--- src/rtl/tcc_defines.svh ---
// Offsets, field positions, writable masks and reset values of the trace slice
`ifndef TCC_DEFINES_SVH
`define TCC_DEFINES_SVH

// ************************************************************
// Register offsets
// ************************************************************
`define TCC_OFS_RELOAD0 16'h0140
`define TCC_OFS_RELOAD1 16'h0144
`define TCC_OFS_CTRL0 16'h0150
`define TCC_OFS_CTRL1 16'h0154
`define TCC_OFS_VALUE0 16'h0160
`define TCC_OFS_VALUE1 16'h0164
`define TCC_OFS_CMP_LO 16'h0600
`define TCC_OFS_CMP_HI 16'h0604
`define TCC_OFS_MASK 16'h0680
`define TCC_OFS_CLAIM_SET 16'h0FA0
`define TCC_OFS_CLAIM_CLR 16'h0FA4
`define TCC_OFS_PRE0 16'h0FF0
`define TCC_OFS_PRE1 16'hFFF4
`define TCC_OFS_PRE2 16'h0FF8
`define TCC_OFS_PRE3 16'h0FFC

// ************************************************************
// Field positions and writable masks
// ************************************************************
`define TCC_BIT_LINK 17
`define TCC_BIT_RELOAD_AT_ZERO 16
`define TCC_BIT_RELOAD_KIND 15
`define TCC_RELOAD_SEL_HI 11
`define TCC_RELOAD_SEL_LO 8
`define TCC_BIT_COUNT_KIND 7
`define TCC_COUNT_SEL_HI 3
`define TCC_COUNT_SEL_LO 0
`define TCC_CTRL0_MASK 32'h0001_8F8F
`define TCC_CTRL1_MASK 32'h0003_8F8F
`define TCC_MASK_MASK 32'h0000_000F
`define TCC_CLAIM_IMPL 4'hF

// ************************************************************
// Reset values and preamble bytes (arbitrary values)
// ************************************************************
`define TCC_RST_CTRL 32'h0000_0000
`define TCC_RST_COUNT 16'h0000
`define TCC_RST_WORD 32'h0000_0000
`define TCC_RST_CLAIM 4'h0
`define TCC_PRE0_DEF 8'h11
`define TCC_PRE1_DEF 8'h22
`define TCC_PRE2_DEF 8'h33
`define TCC_PRE3_DEF 8'h44

`endif

--- src/rtl/tcc_pkg.sv ---
// Types shared by the trace counter and claim slice
package tcc_pkg;
    typedef logic [15:0] tcc_addr_t;
    typedef logic [31:0] tcc_word_t;
    typedef logic [15:0] tcc_count_t;
    typedef logic [15:0] tcc_single_t;
    typedef logic [7:0] tcc_pair_t;
endpackage

--- src/rtl/tcc_slice.sv ---
// Trace counters, context compare, claim tag and preamble registers
// Operation
// RULE_01 - Mask bit one drops that value byte
// RULE_02 - Mask bit zero keeps byte compared
// RULE_03 - Compare value low half, upper reads zero
// RULE_04 - Four read-only preamble bytes, upper zero
// RULE_05 - Claim clear read shows current claim tag
// RULE_06 - Claim clear write clears bits written one
// RULE_07 - Claim set read shows implemented bits
// RULE_08 - Claim set write sets bits written one
// RULE_09 - Self reload off: reload only by resource
// RULE_10 - Self reload on: reload at zero counting
// RULE_11 - Bit 15 picks reload source kind
// RULE_12 - Reload selector picks single or pair
// RULE_13 - Bit 7 picks count source kind
// RULE_14 - Count selector picks single or pair
// RULE_15 - Linked second counter decrements on first reload
// RULE_16 - Unlinked second counter counts on own resource
// RULE_17 - Reload event copies reload value in
// RULE_18 - Present count readable in value register
// RULE_19 - Decrement once per active cycle, no wrap
// RULE_20 - Reserved bits read zero, writes ignored
`timescale 1ns/1ps
`include "tcc_defines.svh"

// ************************************************************
// One resource-driven counter
// ************************************************************
module tcc_counter
(
    input wire logic clk,
    input wire logic rst,
    input wire logic [31:0] ctrl,
    input wire tcc_pkg::tcc_count_t reload_value,
    input wire tcc_pkg::tcc_single_t single_res,
    input wire tcc_pkg::tcc_pair_t pair_res,
    input wire logic chain_event,
    input wire logic write_value,
    input wire tcc_pkg::tcc_count_t write_data,
    output tcc_pkg::tcc_count_t count,
    output logic reload_event
);
    import tcc_pkg::*;

    logic [3:0] reload_sel;
    logic [3:0] count_sel;
    logic reload_res;
    logic count_res;
    logic decrement;
    tcc_count_t next_count;

    assign reload_sel = ctrl[`TCC_RELOAD_SEL_HI:`TCC_RELOAD_SEL_LO];
    assign count_sel = ctrl[`TCC_COUNT_SEL_HI:`TCC_COUNT_SEL_LO];

    always_comb
    begin
        if (ctrl[`TCC_BIT_RELOAD_KIND]) // [RULE_11]
        begin
            reload_res = pair_res[reload_sel[2:0]]; // [RULE_12]
        end
        else
        begin
            reload_res = single_res[reload_sel]; // [RULE_12]
        end
        if (ctrl[`TCC_BIT_COUNT_KIND]) // [RULE_13]
        begin
            count_res = pair_res[count_sel[2:0]]; // [RULE_14]
        end
        else
        begin
            count_res = single_res[count_sel]; // [RULE_14]
        end
    end

    // Self reload adds to, never replaces, the resource reload
    assign reload_event = reload_res
        | (ctrl[`TCC_BIT_RELOAD_AT_ZERO] & (count == `TCC_RST_COUNT)
           & count_res); // [RULE_09] [RULE_10]
    assign decrement = count_res | chain_event; // [RULE_15] [RULE_16]

    always_comb
    begin
        next_count = count;
        if (write_value)
        begin
            next_count = write_data;
        end
        else if (reload_event)
        begin
            next_count = reload_value; // [RULE_17]
        end
        else if (decrement && (count != `TCC_RST_COUNT))
        begin
            next_count = count - 16'h0001; // [RULE_19]
        end
    end

    always_ff @(posedge clk or posedge rst)
    begin
        if (rst)
        begin
            count <= `TCC_RST_COUNT;
        end
        else
        begin
            count <= next_count;
        end
    end
endmodule

// ************************************************************
// Top: register port and slice logic
// ************************************************************
module tcc_slice
#(
    parameter logic [7:0] PREAMBLE_0 = `TCC_PRE0_DEF,
    parameter logic [7:0] PREAMBLE_1 = `TCC_PRE1_DEF,
    parameter logic [7:0] PREAMBLE_2 = `TCC_PRE2_DEF,
    parameter logic [7:0] PREAMBLE_3 = `TCC_PRE3_DEF
)
(
    input wire logic CLOCK,
    input wire logic RST,
    input wire logic REG_SEL,
    input wire logic REG_WRITE,
    input wire tcc_pkg::tcc_addr_t REG_ADDR,
    input wire tcc_pkg::tcc_word_t REG_WDATA,
    output tcc_pkg::tcc_word_t REG_RDATA,
    output logic REG_READY,
    input wire tcc_pkg::tcc_single_t RESOURCE,
    input wire tcc_pkg::tcc_pair_t RESOURCE_PAIR,
    input wire tcc_pkg::tcc_word_t CONTEXT_ID,
    output logic CTX_MATCH,
    output logic RELOAD0_EVENT,
    output logic RELOAD1_EVENT
);
    import tcc_pkg::*;

    logic wr;
    logic rd;
    logic [31:0] counter0_control;
    logic [31:0] counter1_control;
    tcc_count_t reload0;
    tcc_count_t reload1;
    tcc_word_t context_id_compare_value;
    logic [3:0] ctx_byte_mask;
    logic [3:0] claim_tag;
    tcc_count_t count0;
    tcc_count_t count1;
    logic reload0_event;
    logic reload1_event;
    logic chain1;
    logic [3:0] byte_equal;
    tcc_word_t next_rdata;

    assign wr = REG_SEL & REG_WRITE;
    assign rd = REG_SEL & ~REG_WRITE;

    // ************************************************************
    // Configuration registers
    // ************************************************************
    always_ff @(posedge CLOCK or posedge RST)
    begin
        if (RST)
        begin
            counter0_control <= `TCC_RST_CTRL;
            counter1_control <= `TCC_RST_CTRL;
            reload0 <= `TCC_RST_COUNT;
            reload1 <= `TCC_RST_COUNT;
            context_id_compare_value <= `TCC_RST_WORD;
            ctx_byte_mask <= 4'h0;
        end
        else if (wr)
        begin
            if (REG_ADDR == `TCC_OFS_CTRL0)
            begin
                counter0_control <= REG_WDATA & `TCC_CTRL0_MASK; // [RULE_20]
            end
            else if (REG_ADDR == `TCC_OFS_CTRL1)
            begin
                counter1_control <= REG_WDATA & `TCC_CTRL1_MASK; // [RULE_20]
            end
            else if (REG_ADDR == `TCC_OFS_RELOAD0)
            begin
                reload0 <= REG_WDATA[15:0];
            end
            else if (REG_ADDR == `TCC_OFS_RELOAD1)
            begin
                reload1 <= REG_WDATA[15:0];
            end
            else if (REG_ADDR == `TCC_OFS_CMP_LO)
            begin
                context_id_compare_value <= REG_WDATA; // [RULE_03]
            end
            else if (REG_ADDR == `TCC_OFS_MASK)
            begin
                ctx_byte_mask <= REG_WDATA[3:0]; // [RULE_20]
            end
        end
    end

    // ************************************************************
    // Claim tag
    // ************************************************************
    always_ff @(posedge CLOCK or posedge RST)
    begin
        if (RST)
        begin
            claim_tag <= `TCC_RST_CLAIM;
        end
        else if (wr && (REG_ADDR == `TCC_OFS_CLAIM_SET))
        begin
            claim_tag <= claim_tag | REG_WDATA[3:0]; // [RULE_08]
        end
        else if (wr && (REG_ADDR == `TCC_OFS_CLAIM_CLR))
        begin
            claim_tag <= claim_tag & ~REG_WDATA[3:0]; // [RULE_06]
        end
    end

    // ************************************************************
    // Counters
    // ************************************************************
    // Chain taken combinationally so both counters move the same cycle
    assign chain1 = counter1_control[`TCC_BIT_LINK] & reload0_event;

    tcc_counter counter0
    (
        .clk(CLOCK),
        .rst(RST),
        .ctrl(counter0_control),
        .reload_value(reload0),
        .single_res(RESOURCE),
        .pair_res(RESOURCE_PAIR),
        .chain_event(1'b0),
        .write_value(wr && (REG_ADDR == `TCC_OFS_VALUE0)),
        .write_data(REG_WDATA[15:0]),
        .count(count0),
        .reload_event(reload0_event)
    );

    tcc_counter counter1
    (
        .clk(CLOCK),
        .rst(RST),
        .ctrl(counter1_control),
        .reload_value(reload1),
        .single_res(RESOURCE),
        .pair_res(RESOURCE_PAIR),
        .chain_event(chain1), // [RULE_15] [RULE_16]
        .write_value(wr && (REG_ADDR == `TCC_OFS_VALUE1)),
        .write_data(REG_WDATA[15:0]),
        .count(count1),
        .reload_event(reload1_event)
    );

    // ************************************************************
    // Context ID comparator
    // ************************************************************
    genvar g;
    generate
        for (g = 0; g < 4; g = g + 1)
        begin : gen_byte
            assign byte_equal[g] = ctx_byte_mask[g] // [RULE_01] [RULE_02]
                | (CONTEXT_ID[8*g+7:8*g]
                   == context_id_compare_value[8*g+7:8*g]);
        end
    endgenerate

    always_ff @(posedge CLOCK or posedge RST)
    begin
        if (RST)
        begin
            CTX_MATCH <= 1'b0;
            RELOAD0_EVENT <= 1'b0;
            RELOAD1_EVENT <= 1'b0;
        end
        else
        begin
            CTX_MATCH <= &byte_equal; // [RULE_01]
            RELOAD0_EVENT <= reload0_event;
            RELOAD1_EVENT <= reload1_event;
        end
    end

    // ************************************************************
    // Read path
    // ************************************************************
    always_comb
    begin
        next_rdata = `TCC_RST_WORD;
        if (REG_ADDR == `TCC_OFS_CTRL0)
        begin
            next_rdata = counter0_control;
        end
        else if (REG_ADDR == `TCC_OFS_CTRL1)
        begin
            next_rdata = counter1_control;
        end
        else if (REG_ADDR == `TCC_OFS_RELOAD0)
        begin
            next_rdata = {16'h0000, reload0};
        end
        else if (REG_ADDR == `TCC_OFS_RELOAD1)
        begin
            next_rdata = {16'h0000, reload1};
        end
        else if (REG_ADDR == `TCC_OFS_VALUE0)
        begin
            next_rdata = {16'h0000, count0}; // [RULE_18]
        end
        else if (REG_ADDR == `TCC_OFS_VALUE1)
        begin
            next_rdata = {16'h0000, count1}; // [RULE_18]
        end
        else if (REG_ADDR == `TCC_OFS_CMP_LO)
        begin
            next_rdata = context_id_compare_value; // [RULE_03]
        end
        else if (REG_ADDR == `TCC_OFS_MASK)
        begin
            next_rdata = {28'h0000000, ctx_byte_mask}; // [RULE_20]
        end
        else if (REG_ADDR == `TCC_OFS_CLAIM_SET)
        begin
            next_rdata = {28'h0000000, `TCC_CLAIM_IMPL}; // [RULE_07]
        end
        else if (REG_ADDR == `TCC_OFS_CLAIM_CLR)
        begin
            next_rdata = {28'h0000000, claim_tag}; // [RULE_05]
        end
        else if (REG_ADDR == `TCC_OFS_PRE0)
        begin
            next_rdata = {24'h000000, PREAMBLE_0}; // [RULE_04]
        end
        else if (REG_ADDR == `TCC_OFS_PRE1)
        begin
            next_rdata = {24'h000000, PREAMBLE_1}; // [RULE_04]
        end
        else if (REG_ADDR == `TCC_OFS_PRE2)
        begin
            next_rdata = {24'h000000, PREAMBLE_2}; // [RULE_04]
        end
        else if (REG_ADDR == `TCC_OFS_PRE3)
        begin
            next_rdata = {24'h000000, PREAMBLE_3}; // [RULE_04]
        end
    end

    // Upper compare half and unmapped offsets fall through to zero
    always_ff @(posedge CLOCK or posedge RST)
    begin
        if (RST)
        begin
            REG_RDATA <= `TCC_RST_WORD;
            REG_READY <= 1'b0;
        end
        else
        begin
            REG_READY <= REG_SEL;
            if (rd)
            begin
                REG_RDATA <= next_rdata;
            end
        end
    end
endmodule
--- config.mk ---
export PLATFORM = sky130hd
export DESIGN_NAME = tcc_slice
export DESIGN_NICKNAME = d
export VERILOG_FILES = /design/src/rtl/tcc_pkg.sv /design/src/rtl/tcc_slice.sv
export VERILOG_INCLUDE_DIRS = /design/src /design/src/rtl
export SDC_FILE = /design/constraint.sdc
export NUM_CORES = 1
export LEC_CHECK = 0
export BUFFER_PORTS_ARGS = -buffer_cell sky130_fd_sc_hd__buf_4
export CAP_MARGIN = 40
export CORE_ASPECT_RATIO = 0.9
export CORE_MARGIN = 2
export CORE_UTILIZATION = 49
export DETAILED_ROUTE_END_ITERATION = 8
export GPL_ROUTABILITY_DRIVEN = 0
export PLACE_DENSITY = 0.7
export REMOVE_ABC_BUFFERS = 1
export SLEW_MARGIN = 20
export SYNTH_ARGS = -nofsm -noshare
export SYNTH_HDL_FRONTEND = slang
export SYNTH_SLANG_ARGS = --single-unit
--- constraint.sdc ---
create_clock -name CLOCK -period 5.6 [get_ports CLOCK]
set_input_delay 0.28 -clock CLOCK [delete_from_list [all_inputs] [get_ports CLOCK]]
set_output_delay 0.28 -clock CLOCK [all_outputs]
set_load 0.01 [all_outputs]
==> flow_summary.html <==
<table>
<tr><th>Metric</th><th>Value</th></tr>
<tr><th colspan="2">Run status</th></tr>
<tr><td>Result of the run</td><td>complete, no violations</td></tr>
<tr><th colspan="2">Flow run</th></tr>
<tr><td>Max-capacitance violation count</td><td>0</td></tr>
<tr><th colspan="2">Placement</th></tr>
<tr><td>Worst Setup Slack post-DPL</td><td>1.73 ns</td></tr>
<tr><td>Port Buffers</td><td>143</td></tr>
<tr><td>Placed wire-length estimate</td><td>20.4 mm</td></tr>
<tr><th colspan="2">Setup path</th></tr>
<tr><td>CP max stage cell</td><td>o311ai_4</td></tr>
<tr><td>Critical path arrival</td><td>3.93 ns</td></tr>
<tr><td>Buffers &amp; Inverters on Critical Path</td><td>1</td></tr>
<tr><td>Critical Path Sink Type</td><td>flip-flop</td></tr>
<tr><td>Maximum fanout count along the critical path</td><td>23</td></tr>
<tr><td>Startpoint-to-endpoint class of the critical path</td><td>flip-flop to flip-flop</td></tr>
<tr><td>Register-to-register setup slack</td><td>2.04 ns</td></tr>
<tr><td>Data required time of the critical path</td><td>5.96 ns</td></tr>
<tr><td>Max stage delay on crit path</td><td>0.79 ns</td></tr>
<tr><td>Startpoint class of the critical path</td><td>flip-flop</td></tr>
<tr><td>Cells along the critical path</td><td>or4_1, nor4_2, nand4b_1, a21oi_1, nor3_4, buf_4, o311ai_4, o31a_4, a221o_1</td></tr>
<tr><td>CP delay by family, top</td><td>compound AO/OA/AOI/OAI gates</td></tr>
<tr><th colspan="2">Timing</th></tr>
<tr><td>Final worst clock skew</td><td>0.0130 ns</td></tr>
<tr><td>Number of hold violations in the final report</td><td>0</td></tr>
<tr><td>Fmax</td><td>281 MHz</td></tr>
<tr><td>Actual transition at the worst max-transition pin</td><td>0.867 ns</td></tr>
<tr><td>Total of endpoints with negative setup slack in the final report</td><td>0</td></tr>
<tr><td>Pins over their slew limit</td><td>0</td></tr>
<tr><td>Final clock period utilization by the worst path</td><td>63.7%</td></tr>
<tr><td>Slew HR</td><td>42.1%</td></tr>
<tr><td>Setup repair after global routing missed its margin</td><td>false</td></tr>
<tr><td>Setup ws final</td><td>2.04 ns</td></tr>
<tr><td>Min cycle time layout</td><td>3.56 ns</td></tr>
<tr><td>Setup tns final</td><td>0 ns</td></tr>
<tr><th colspan="2">Clock tree</th></tr>
<tr><td>Clock insertion delay at the later pin of the skew report</td><td>0.44 ns</td></tr>
<tr><td>Number of H-tree levels</td><td>4</td></tr>
<tr><td>Sink Count</td><td>163</td></tr>
<tr><td>Number of CTS-inserted buffers</td><td>17</td></tr>
<tr><td>Post-cts sizing count</td><td>0</td></tr>
<tr><td>Clock-pin slew of the registers on the worst-case setup and hold paths</td><td>0.07 ns</td></tr>
<tr><td>Number of setup buffers added after CTS</td><td>0</td></tr>
<tr><td>Clock Tree Buf Depth</td><td>2</td></tr>
<tr><td>Clock tree root driver cell</td><td>clkbuf_16</td></tr>
<tr><td>Hold_buf cts</td><td>2</td></tr>
<tr><td>CTS tree</td><td>done</td></tr>
<tr><th colspan="2">Floorplanning</th></tr>
<tr><td>Core footprint</td><td>19100 sq um</td></tr>
<tr><td>Number of ports placed on the die boundary</td><td>144</td></tr>
<tr><td>Number of standard-cell rows in the floorplan</td><td>48</td></tr>
<tr><td>Width of the die</td><td>151 um</td></tr>
<tr><td>Initial core utilization</td><td>49.6%</td></tr>
<tr><td>Vert. Die Dim</td><td>136 um</td></tr>
<tr><td>Overall die area</td><td>20500 sq um</td></tr>
<tr><th colspan="2">Synth</th></tr>
<tr><td>Count of mapped cells out of synthesis</td><td>892</td></tr>
<tr><td>Simple-Gate Fraction of Synth Area</td><td>15.5%</td></tr>
<tr><td>Syn Std Cell Area</td><td>9480 sq um</td></tr>
<tr><td>FFs w/ async S/R, synth</td><td>100%</td></tr>
<tr><td>EDFF count, synth</td><td>0</td></tr>
<tr><td>Dominant combinational cell family by area after synthesis</td><td>multiplexers</td></tr>
<tr><td>Post-synthesis compound-gate area fraction</td><td>12.9%</td></tr>
<tr><td>Sequential area share after synthesis</td><td>43.0%</td></tr>
<tr><td>Post-synth top flop</td><td>dfrtp_1</td></tr>
<tr><td>Adder-cell area share of the yosys netlist</td><td>0.264%</td></tr>
<tr><td>Post-synthesis sequential element count</td><td>163</td></tr>
<tr><td>Share of synthesized area spent on multiplexers</td><td>19.9%</td></tr>
<tr><td>XOR/XNOR share of the synthesized area</td><td>5.36%</td></tr>
<tr><td>Avg Inst Size Synth</td><td>10.6 sq um</td></tr>
<tr><td>Yosys warns</td><td>0</td></tr>
<tr><td>Distinct cell type count after synthesis</td><td>64</td></tr>
<tr><th colspan="2">Power and ir drop</th></tr>
<tr><td>Clock Power Share</td><td>40.0%</td></tr>
<tr><td>Total internal power</td><td>2.30 mW</td></tr>
<tr><td>Reported leakage power</td><td>5.47 nW</td></tr>
<tr><td>Switching Fraction</td><td>29.2%</td></tr>
<tr><td>Max IR drop VDD</td><td>0.000234 V</td></tr>
<tr><td>Logic gate share of total power</td><td>18.6%</td></tr>
<tr><td>Switching power</td><td>951 uW</td></tr>
<tr><td>Power density over cell area</td><td>281 nW/um^2</td></tr>
<tr><td>Relative contribution of sequential cells to total power</td><td>41.4%</td></tr>
<tr><th colspan="2">Final layout</th></tr>
<tr><td>Multi-input combinational cell area</td><td>5150 sq um</td></tr>
<tr><td>Area growth from synthesis to layout</td><td>22.0%</td></tr>
<tr><td>Ant. Diodes</td><td>0</td></tr>
<tr><td>NumNets Final</td><td>1135</td></tr>
<tr><td>Fraction of final layout cells with drive strength greater than 1</td><td>32.2%</td></tr>
<tr><td>Combined flip-flop and latch cell area</td><td>4080 sq um</td></tr>
<tr><td>FILL cells</td><td>1610</td></tr>
<tr><th colspan="2">Drt</th></tr>
<tr><td>Post-route DRC</td><td>0</td></tr>
<tr><td>Total number of vias</td><td>7998</td></tr>
<tr><td>Count of antenna-violating nets left after detailed routing</td><td>0</td></tr>
<tr><td>Final routed wirelength across all metal layers</td><td>28.8 mm</td></tr>
<tr><td>Iteration-0 DRC Markers</td><td>676</td></tr>
<tr><td>Iteration count of the initial detailed-routing pass</td><td>6</td></tr>
<tr><td>Detailed-route vias per instance</td><td>6.21</td></tr>
<tr><td>Routed WL per cell</td><td>22.3 um</td></tr>
<tr><th colspan="2">Global route</th></tr>
<tr><td>Global-route wire length before repair</td><td>44.9 mm</td></tr>
<tr><td>Remaining global-route overflow</td><td>0</td></tr>
<tr><td>Largest net degree at the start of global routing</td><td>65</td></tr>
<tr><td>Number of antenna violations at the first check in global routing</td><td>0</td></tr>
<tr><td>Via count of the first global-routing pass</td><td>7828</td></tr>
<tr><td>GR Util All Layers</td><td>29.0%</td></tr>
<tr><th colspan="2">Worst hold path</th></tr>
<tr><td>Hold Path Class</td><td>input port to flip-flop</td></tr>
</table>
Yosys cell counts (12+ instances only):
| cell | count | area (sq um) |
|---|---|---|
| inv_1 | 17 | 63.8 |
| nor2_1 | 68 | 255 |
| nor3_1 | 26 | 130 |
| dfrtp_1 | 163 | 4080 |
| nand3_1 | 16 | 80.1 |
| a21oi_1 | 25 | 125 |
| xor2_1 | 43 | 377 |
| buf_2 | 16 | 80.1 |
| clkbuf_1 | 34 | 128 |
| nand4_1 | 12 | 75.1 |
| nor4_1 | 19 | 119 |
| a22o_1 | 14 | 123 |
| a221o_1 | 21 | 210 |
| o21ai_1 | 17 | 85.1 |
| mux2i_1 | 32 | 320 |
| mux4_2 | 18 | 405 |
| o21ai_0 | 18 | 90.1 |
| mux2_2 | 98 | 1100 |
| nand2_1 | 82 | 308 |
| xnor2_1 | 15 | 131 |
metal layers:
layer  up-vias  wire (um)  global-route usage (%)
met3        50       2680                    6.28
met5         -          0                       0
met4         0        791                    9.87
met2       425      12900                    43.4
li1       3595          -                       -
met1      3928      12400                    41.9
placed cells by master, fill, tap and decap left out, types with 14 or more instances in the layout:
cell | netlist | final
buf_4 | 0 | 161
o21ai_1 | 17 | 17
nor3_1 | 26 | 24
xor2_1 | 43 | 43
clkbuf_16 | 0 | 17
a22o_1 | 14 | 14
nand3_1 | 16 | 16
nor2_1 | 68 | 68
o21ai_0 | 18 | 18
inv_1 | 17 | 16
nor4_1 | 19 | 19
mux2i_1 | 32 | 32
a21oi_1 | 25 | 25
nand2_1 | 82 | 82
dfrtp_1 | 163 | 163
mux2_2 | 98 | 98
xnor2_1 | 15 | 15
mux4_2 | 18 | 18
a221o_1 | 21 | 21
worst register-to-register path, cell delays in order, from the launching register on:
cell      delay [ns]
dfrtp_1         0.47
or4_1           0.64
nor4_2          0.28
nand4b_1        0.17
a21oi_1         0.23
nor3_4          0.05
buf_4           0.25
o311ai_4        0.79
o31a_4          0.42
a221o_1         0.20
worst paths after layout:
check,from,endpoint,depth (start not counted)
max,counter0.count[8],counter1.count[11],9
min,REG_WDATA[29],context_id_compare_value[29],2
max reg2reg,counter0.count[8],counter1.count[11],9
min reg2reg,flip-flop,flip-flop,2
max in group asynchronous,RST,reload0[15],4
min in group asynchronous,RST,context_id_compare_value[23],3
power by group through the flow:
stage	logic, mW	registers (mW)	clock network (mW)
2_1_floorplan	0.399	1.34	0
3_3_place_gp	0.586	1.36	0
3_5_place_dp	0.593	1.37	0
4_1_cts	0.599	1.34	1.31
5_1_grt	0.664	1.36	1.37
6_report	0.605	1.35	1.30
cells by family after synthesis:
kind of cell	after synthesis
simple gates	284
flops	163
compound gates	161
mux	153
buf+inv	71
xor+xnor	58
fa+ha+maj	2
metrics by stage:
| stage | area (sq um) | instances | hold slack (ns) | total power [mW] | utilization, % |
|---|---|---|---|---|---|
| after floorplan | 9250 | 838 | 0.311 | 1.74 | - |
| after global placement | 10800 | 1245 | 0.322 | 1.95 | 56.6 |
| after detailed placement | 10900 | 1253 | 0.323 | 1.96 | 56.9 |
| after CTS | 11500 | 1287 | 0.0599 | 3.25 | 60.4 |
| after global routing | 11600 | 1288 | 0.0557 | 3.39 | 60.6 |
| final | 11600 | 1288 | 0.0680 | 3.25 | 60.6 |
registers in the layout, indices dropped and copies added, names as in the netlist, named ones only:
register / flops
CTX_MATCH: 1
REG_RDATA: 32
REG_READY: 1
RELOAD0_EVENT: 1
RELOAD1_EVENT: 1
context_id_compare_value: 32
counter0.count: 16
counter0_control: 11
counter1.count: 16
counter1_control: 12
ctx_byte_mask: 4
reload0: 16
reload1: 16
layout make-up:
class	instances	share of cell area (%)
Multi-Input combinational cell	658	44.5
Inverter	17	0.595
Timing Repair Buffer	168	11.3
Sequential cell	163	35.3
Clock inverter	14	1.82
Clock buffer	18	3.80
Tap cell	250	2.70
Note: power is estimated with default switching activity, not from simulation.
